### src/clkctl_consts.vh
// constants for the processor clock-control state machine
`ifndef CLKCTL_CONSTS_VH
`define CLKCTL_CONSTS_VH
`define ST_NORMAL        3'h0
`define ST_HALT_CYC      3'h1
`define ST_HALT          3'h2
`define ST_SG_CYC        3'h3
`define ST_STOP_GRANT    3'h4
`define ST_INQUIRE       3'h5
`define ST_STOP_CLOCK    3'h6
`define ST_DRAIN         3'h7
`define CYC_NONE         2'h0
`define CYC_HALT         2'h1
`define CYC_STOP_GRANT   2'h2
`define CYC_WRITEBACK    2'h3
`define PLL_LOCK_US      1000
`define CLK_MHZ          100
`define PLL_LOCK_CYCLES  (`PLL_LOCK_US * `CLK_MHZ)
`define EXIT_MAX_CYCLES  9
`endif

### src/cpu_clock_state_control.v
// clock-control state machine: normal, halt, stop grant, inquire, stop clock
`timescale 1ns/10ps
`include "clkctl_consts.vh"

// Operation
// halt instruction issues halt cycle; halt entered after burst-ready then write-buffer-empty
// snoops serviced while halted; no second halt cycle afterwards
// flush while halted is performed, then halt cycle reissued
// time stamp counter counts in halt and stop grant
// outputs hold values from special cycle completion while halted or stopped; the code returns special_cycle to CYC_NONE instead
// init, enabled irq, nmi, reset or smi leaves halt for normal
// stop-clock request drains pipeline, finishes bus cycles, then stop-grant cycle
// stop grant entered after burst-ready then write-buffer-empty
// no repeat stop-grant cycle after servicing a snoop
// stop grant ignores flush, init, irqs; edge ones latched for normal
// request released: normal within ten bus clocks, resume same boundary
// re-request before normal: at least one instruction before stop grant
// reset in stop grant goes to normal immediately
// snoop strobe in halt or stop grant enters inquire, hit outputs driven
// after writeback, return to halt or stop grant as entered
// stop clock only from stop grant when bus clock stops
// system keeps bus clock low while stopped
// only maskable irq changes in stop clock; sampled back in stop grant
// leave stop clock after clock runs 1.0 ms
// bus frequency ratio captured only at reset release
// reset enters normal; state encoding visible
module cpu_clock_state_control #(
  parameter PLL_LOCK_CYCLES = `PLL_LOCK_CYCLES
) (
  input  wire       clk_sys,
  input  wire       rst,
  input  wire       halt_instruction,
  input  wire       stop_clock_request_n,
  input  wire       bus_idle,
  input  wire       instr_retired,
  input  wire       burst_ready_n,
  input  wire       ext_write_buffer_empty_n,
  input  wire       address_hold_req,
  input  wire       backoff_n,
  input  wire       bus_hold_req,
  input  wire       ext_addr_strobe_n,
  input  wire       snoop_hit,
  input  wire       snoop_hit_mod,
  input  wire       flush_n,
  input  wire       flush_done,
  input  wire       init_req,
  input  wire       maskable_irq,
  input  wire       irq_enable,
  input  wire       nmi_req,
  input  wire       sysmgmt_irq_n,
  input  wire       bus_clk_running,
  input  wire [2:0] bus_freq_ratio,
  output reg  [2:0] clk_state,
  output reg  [1:0] special_cycle,
  output reg        special_cycle_valid,
  output reg        writeback_req,
  output reg        snoop_hit_n,
  output reg        snoop_hit_modified_n,
  output reg        core_clk_enable,
  output reg        pll_running,
  output reg        flush_start,
  output reg  [3:0] pending_events,
  output reg  [2:0] ratio_latched,
  output reg [63:0] time_stamp_counter
);

  reg  [2:0]  state_d;
  reg         burst_ready_n_seen_q;       // burst-ready seen for current special cycle
  reg         ret_to_halt_q;     // inquire return target
  reg         need_instr_q;      // one instruction owed before next stop grant
  reg         flushing_q;
  reg         rst_prev_q;
  reg  [31:0] lock_cnt_q;
  reg  [1:0]  cyc_d;
  reg         cyc_v_d;
  wire        snoop   = ~ext_addr_strobe_n & (address_hold_req | ~backoff_n | bus_hold_req);
  wire        wake    = init_req | (maskable_irq & irq_enable) | nmi_req | ~sysmgmt_irq_n;
  wire        stopreq = ~stop_clock_request_n & ~need_instr_q;
  // burst-ready answering the special cycle now on the bus
  wire        burst_ready_n_hit = special_cycle_valid & ~burst_ready_n;

  // core clock runs while the pipeline can still issue bus cycles;
  // once the special cycle is acknowledged only the counter, the snoop
  // logic and the flush sequencer stay clocked
  function core_running;
    input [2:0] st;
    begin
      core_running = (st == `ST_NORMAL) || (st == `ST_DRAIN) ||
                     (st == `ST_HALT_CYC) || (st == `ST_SG_CYC);
    end
  endfunction

  // true on the edge that moves the machine from cur into st
  // (swap the first two arguments to detect leaving st)
  function arriving;
    input [2:0] nxt;
    input [2:0] cur;
    input [2:0] st;
    begin
      arriving = (nxt == st) && (cur != st);
    end
  endfunction

  // next-state decode
  always @*
  begin
    state_d = clk_state;
    case (clk_state)
      `ST_NORMAL:
      begin
        // drain before stop grant
        if (stopreq)
          state_d = `ST_DRAIN;
        else if (halt_instruction)
          state_d = `ST_HALT_CYC;
      end
      `ST_DRAIN:
      begin
        if (bus_idle)
          state_d = `ST_SG_CYC;
      end
      `ST_HALT_CYC:
      begin
        // burst-ready then write-buffer-empty
        if (burst_ready_n_seen_q && !ext_write_buffer_empty_n)
          state_d = `ST_HALT;
      end
      `ST_SG_CYC:
      begin
        // burst-ready then write-buffer-empty
        if (burst_ready_n_seen_q && !ext_write_buffer_empty_n)
          state_d = `ST_STOP_GRANT;
      end
      `ST_HALT:
      begin
        // wake events return to normal
        if (wake)
          state_d = `ST_NORMAL;
        // snoop from halt
        else if (snoop)
          state_d = `ST_INQUIRE;
        // flush then reissue halt cycle
        else if (flushing_q && flush_done)
          state_d = `ST_HALT_CYC;
      end
      `ST_STOP_GRANT:
      begin
        // request released
        if (stop_clock_request_n)
          state_d = `ST_NORMAL;
        // clock stops only here
        else if (!bus_clk_running)
          state_d = `ST_STOP_CLOCK;
        else if (snoop)
          state_d = `ST_INQUIRE;
      end
      `ST_INQUIRE:
      begin
        // back to origin, no repeat cycle
        if (!snoop_hit_mod || burst_ready_n == 1'b0)
          state_d = ret_to_halt_q ? `ST_HALT : `ST_STOP_GRANT;
      end
      `ST_STOP_CLOCK:
      begin
        // wait for pll lock
        if (lock_cnt_q >= PLL_LOCK_CYCLES - 1)
          state_d = `ST_STOP_GRANT;
      end
      default:
        state_d = `ST_NORMAL;
    endcase
  end

  // special cycle encoding driven on the bus
  always @*
  begin
    cyc_d   = `CYC_NONE;
    cyc_v_d = 1'b0;
    case (state_d)
      `ST_HALT_CYC:
      begin
        cyc_d   = `CYC_HALT;
        cyc_v_d = 1'b1;
      end
      `ST_SG_CYC:
      begin
        cyc_d   = `CYC_STOP_GRANT;
        cyc_v_d = 1'b1;
      end
      default:
      begin
        cyc_d   = `CYC_NONE;
        cyc_v_d = 1'b0;
      end
    endcase
  end

  // bus ratio strap captured only on the falling edge of reset
  always @(posedge clk_sys)
  begin
    rst_prev_q <= rst;
    if (rst_prev_q && !rst)
      ratio_latched <= bus_freq_ratio;
  end

  // time stamp counter keeps counting in halt and stop grant
  always @(posedge clk_sys)
  begin
    if (rst)
      time_stamp_counter <= 64'h0;
    else if (clk_state != `ST_STOP_CLOCK)
      time_stamp_counter <= time_stamp_counter + 64'h1;
  end

  // state register and handshakes
  always @(posedge clk_sys)
  begin
    if (rst)
    begin
      // reset from any state, stop grant included, lands in normal
      // reset enters normal
      clk_state            <= `ST_NORMAL;
      special_cycle        <= `CYC_NONE;
      special_cycle_valid  <= 1'b0;
      core_clk_enable      <= 1'b1;
      pll_running          <= 1'b1;
      burst_ready_n_seen_q          <= 1'b0;
      need_instr_q         <= 1'b0;
      lock_cnt_q           <= 32'h0;
    end
    else
    begin
      // release reaches normal on the next edge
      clk_state <= state_d;
      // one instruction owed after leaving stop grant for normal
      if (clk_state == `ST_STOP_GRANT && state_d == `ST_NORMAL)
        need_instr_q <= 1'b1;
      else if (instr_retired)
        need_instr_q <= 1'b0;
      // burst-ready capture during special cycles
      if (burst_ready_n_hit)
        burst_ready_n_seen_q <= 1'b1;
      else if (state_d != clk_state)
        burst_ready_n_seen_q <= 1'b0;
      // special cycle outputs return to none outside special cycles
      special_cycle       <= cyc_d;
      special_cycle_valid <= cyc_v_d & ~(special_cycle_valid & burst_ready_n_seen_q);
      core_clk_enable     <= core_running(state_d);
      // pll off only in stop clock
      pll_running         <= (state_d != `ST_STOP_CLOCK);
      // count running clock time in stop clock
      if (clk_state == `ST_STOP_CLOCK && bus_clk_running)
        lock_cnt_q <= lock_cnt_q + 32'h1;
      else if (clk_state != `ST_STOP_CLOCK)
        lock_cnt_q <= 32'h0;
    end
  end

  // snoop response held from inquire entry
  always @(posedge clk_sys)
  begin
    if (rst)
    begin
      writeback_req        <= 1'b0;
      snoop_hit_n          <= 1'b1;
      snoop_hit_modified_n <= 1'b1;
      ret_to_halt_q        <= 1'b0;
    end
    // snoop entry remembers origin
    else if (arriving(state_d, clk_state, `ST_INQUIRE))
    begin
      ret_to_halt_q        <= (clk_state == `ST_HALT);
      // hit outputs as in normal
      snoop_hit_n          <= ~snoop_hit;
      snoop_hit_modified_n <= ~snoop_hit_mod;
      writeback_req        <= snoop_hit_mod;
    end
    // writeback request dropped on the way back
    else if (arriving(clk_state, state_d, `ST_INQUIRE))
      writeback_req <= 1'b0;
  end

  // flush sampled in halt only; no new flush while one runs
  always @(posedge clk_sys)
  begin
    if (rst)
    begin
      flush_start <= 1'b0;
      flushing_q  <= 1'b0;
    end
    else
    begin
      flush_start <= (clk_state == `ST_HALT) && !flush_n && !flushing_q && !wake && !snoop;
      // start wins over a done in the same cycle
      if (flush_start)
        flushing_q <= 1'b1;
      else if (flush_done)
        flushing_q <= 1'b0;
    end
  end

  // edge events latched in stop grant, released in normal
  // nothing latched in stop clock, where only the maskable irq may move
  always @(posedge clk_sys)
  begin
    if (rst)
      pending_events <= 4'h0;
    else if (clk_state == `ST_STOP_GRANT || clk_state == `ST_SG_CYC)
      pending_events <= pending_events |
                        {~sysmgmt_irq_n, nmi_req, ~flush_n, init_req};
    else if (clk_state == `ST_NORMAL)
      pending_events <= 4'h0;
  end

endmodule // cpu_clock_state_control

### config.mk
export PLATFORM = sky130hd
export DESIGN_NAME = cpu_clock_state_control
export DESIGN_NICKNAME = d
export VERILOG_FILES = /design/src/cpu_clock_state_control.v
export VERILOG_INCLUDE_DIRS = /design/src
export SDC_FILE = /design/constraint.sdc
export NUM_CORES = 1
export LEC_CHECK = 0
export ABC_CLOCK_PERIOD_IN_PS = 6500
export CELL_PAD_IN_SITES_DETAIL_PLACEMENT = 1
export CELL_PAD_IN_SITES_GLOBAL_PLACEMENT = 2
export CORE_MARGIN = 5
export CORE_UTILIZATION = 40
export CTS_CLUSTER_SIZE = 24
export DETAILED_ROUTE_END_ITERATION = 8
export DONT_BUFFER_PORTS = 1
export PLACE_DENSITY_LB_ADDON = 0.12
export SLEW_MARGIN = 20
export SYNTH_ARGS = -nofsm -noshare
export SYNTH_HDL_FRONTEND = slang
export SYNTH_SLANG_ARGS = --single-unit
### constraint.sdc
create_clock -name clk_sys -period 6.5 [get_ports clk_sys]
set_input_delay 0.65 -clock clk_sys [delete_from_list [all_inputs] [get_ports clk_sys]]
set_output_delay 0.65 -clock clk_sys [all_outputs]
set_load 0.02 [all_outputs]
==> metrics.md <==
| Metric | Value |
|---|---|
| Status | `finished clean` |
| Synth cell types | `63` |
| CP Data Arrival Time | `roughly 3.3 ns` |
| Per-cell routed wire length | `between 15 and 20 µm` |
| Syn_nets | `698` |
| Most frequent cells in the layout | `117 x dfxtp_1, 114 x nor2_1, 42 x nand3_1, 41 x nand2_1, 40 x xor2_1` |
| Root buf cell | `clkbuf_16` |
| CP Max Fanout | `16` |
| Async SR Flop Fraction | `0` |
| Top cells by area, synth | `dfxtp_1 41%, nor2_1 7.5%, xor2_1 6.1%` |
| HPWL Detailed | `between 10 and 15 mm` |
| Gate Count Post-Synth | `670` |
| Antenna Cells | `0` |
| H-tree depth | `4` |
| Core area | `~0.014 mm²` |
| Area growth syn-to-layout | `12.96%` |
| Global-route wire length before repair | `25.01 mm` |
| Synth Area in Compound Gates | `0.08171` |
| Number of global-route vias before repair | `4902` |
| Post-Syn Area per Cell | `8.547 µm²` |
| Gr ovfl total | `0` |
| Int Power | `0.001545 W` |
| P_sw | `approximately 0.00058 W` |
| Final setup viols | `0` |
| Chip width | `129.7 µm` |
| Clk sinks | `between 100 and 150` |
| Peak supply drop | `around 190 µV` |
| Fin. max-slew vios | `0` |
| Rows | `43` |
| Simple-Gate Fraction of Synth Area | `0.3411` |
| Ys flop type | `dfxtp_1` |
| Max Fclk | `335.5 MHz` |
| P per Cell Area | `327.9 mW/mm²` |
| Maximum clock path buffer count | `2` |
| Sequential area share after synthesis | `0.4247` |
| Gpl congestion | `roughly 0.8` |
| Post-route ant nets | `0` |
| Post-route cell area | `roughly 0.0065 mm²` |
| Gr usage total | `0.1848` |
| Layout Skew | `around 0.0063 ns` |
| Max-cap violations | `0` |
| Worst Path Required | `between 6 and 7 ns` |
| Clock transition at path regs | `~0.050 ns` |
| Flop pwr share | `0.413` |
| Synth Area in XOR/XNOR | `0.1025` |
| IO Pins | `between 100 and 150` |
| Final Cycle Share | `0.4586` |
| DRT iter0 DRCs | `about 350` |
| Final Hold Vio Count | `0` |
| Sw frac | `0.2714` |
| Routed wire length | `approximately 15 mm` |
| RSZ-0062 raised after global routing | `false` |
| Final nets | `just under 700` |
| Total number of vias | `slightly below 5000` |
| Area share of fa/ha/maj cells after synthesis | `0.006555` |
| Largest net degree at the start of global routing | `between 90 and 100` |
| CP Class | `reg2reg` |
| Layout cells sized above 1 | `0.08100` |
| Setup Buffers After CTS | `0` |
| Die height | `between 100 and 150 µm` |
| Antenna violations before repair | `0` |
| Synth warnings | `0` |
| Clock Latency Late Sink | `roughly 0.42 ns` |
| Detailed Routing Iterations Pass 1 | `4` |
| Synthesized cell area | `around 0.0057 mm²` |
| Worst-Margin Slew | `between 0.7 and 0.8 ns` |
| Leakage power | `around 2.2 nW` |
| CTS tree | `done` |
| Number of fill cells | `1616` |
| CP Capture Type | `register` |
| Setup_tns | `0 ns` |
| Worst setup SP type | `register` |
| Top cell type's share of synthesized area | `0.4090` |
| Relative slew margins | `0.4727` |
| Min Tclk post-route | `a little under 3 ns` |
| Post-synth EDFFs | `3` |
| Post-CTS Resized | `0` |
| Hold crit path type | `in2reg` |
| Multiplexer share of the synthesized area | `0.01617` |
| Placed instance area | `0.005844 mm²` |
| Flops & latches, synth | `120` |
| Detailed-route vias per instance | `between 5 and 6` |
| DRC Markers | `0` |
| Logic pwr share | `0.115` |
| Largest family of logic cells by synthesized area | `simple AND/OR/NAND/NOR gates` |
| Hold_buf cts | `0` |
| Commonest non-fill, non-tap cell in the layout | `dfxtp_1` |
| CTS Buf Count | `17` |
| PortBufs | `0` |
| Initial core utilization | `0.4110` |
| Area leader, netlist | `dfxtp_1` |
| Clock power frac | `0.472` |
| DIE AREA | `around 0.017 mm²` |
[worst max-delay path: stages, from the launching register on]
cell,delay [ns]
dfxtp_1,0.72
nand3b_1,0.31
and3_1,0.36
and2_1,0.50
nand4_1,0.42
or3_1,0.44
a21oi_1,0.15
[worst paths after layout]
kind	from	endpoint	slack, ns	depth (start not counted)
worst min-delay path	rst	time_stamp_counter[57]	0.30	1
worst max register to register	clk_state[0]	time_stamp_counter[62]	3.52	6
worst min register to register	need_instr_q	need_instr_q	0.48	2
worst max-delay path	clk_state[0]	time_stamp_counter[62]	3.52	6
[layer usage]
layer	track usage	part of all wire	vias to the layer above
met5	0	0	-
met4	0.05379	0.012	0
met3	0.07749	0.083	21
met2	0.2988	0.46	109
met1	0.2259	0.44	2364
li1	-	-	2360
[power by group through the flow]
stage | Sequential, W | Clock [W] | Combinational [W]
finish | 0.000876 | 0.00100 | 0.000245
global route | 0.000885 | 0.00105 | 0.000280
CTS | 0.000879 | 0.00102 | 0.000246
detailed placement | 0.000894 | 0 | 0.000243
global placement | 0.000893 | 0 | 0.000236
floorplan | 0.000857 | 0 | 0.000217
[state kept, by name, indices dropped and copies added, names as in the netlist]
| register | flops |
|---|---|
| time_stamp_counter | 64 |
| lock_cnt_q | 32 |
| pending_events | 4 |
| clk_state | 3 |
| ratio_latched | 3 |
| special_cycle | 2 |
| burst_ready_n_seen_q | 1 |
| core_clk_enable | 1 |
| flush_start | 1 |
| flushing_q | 1 |
| need_instr_q | 1 |
| pll_running | 1 |
| ret_to_halt_q | 1 |
| rst_prev_q | 1 |
| snoop_hit_modified_n | 1 |
| snoop_hit_n | 1 |
| special_cycle_valid | 1 |
| writeback_req | 1 |
[synth_stat cells (4+ instances only)]
| library cell | n |
|---|---|
| dfxtp_1 | 117 |
| nor2_1 | 114 |
| nand3_1 | 42 |
| nand2_1 | 41 |
| xor2_1 | 40 |
| a21oi_1 | 34 |
| nand4_1 | 29 |
| xnor2_1 | 27 |
| o21ai_0 | 23 |
| and3_1 | 21 |
| clkbuf_1 | 14 |
| nor3_1 | 14 |
| or3_1 | 14 |
| inv_1 | 13 |
| nor2b_1 | 13 |
| nor4_1 | 11 |
| and4_1 | 8 |
| or4_1 | 8 |
| nand2b_1 | 7 |
| and2_1 | 6 |
| buf_2 | 5 |
| o31ai_1 | 5 |
| or2_2 | 4 |
[kinds of logic (layout without fill, tap and decap cells)]
logic type,Yosys count,after routing
simple gates,359,359
flops,120,120
xor+xnor,67,67
buf+inv,36,45
mux,8,8
compound gates,77,77
fa+ha+maj,3,3
[through the flow]
| stage | total power (W) | hold WS, ns | worst slack [ns] | cells | util |
|---|---|---|---|---|---|
| after floorplan | 0.001074 | 0.4499 | 4.163 | 670 | - |
| after global placement | 0.001128 | 0.4546 | 3.595 | 827 | 0.4194 |
| after detailed placement | 0.001137 | 0.4789 | 3.511 | 827 | 0.4194 |
| after CTS | 0.002144 | 0.2522 | 3.481 | 859 | 0.4642 |
| after global routing | 0.002214 | 0.2597 | 3.204 | 859 | 0.4642 |
| final | 0.002121 | 0.3042 | 3.519 | 859 | 0.4642 |
[final cells by class]
| type | instances | area (µm²) | share of cell area |
|---|---|---|---|
| clock buffer | 24 | 481.7 | 0.07447 |
| clock inverter | 8 | 142.6 | 0.02205 |
| inverter | 13 | 48.80 | 0.007544 |
| multi-input combinational | 514 | 3138 | 0.4851 |
| sequential | 120 | 2432 | 0.3760 |
| tap | 180 | 225.2 | 0.03482 |
No activity file was read; power rests on OpenSTA's default activity.
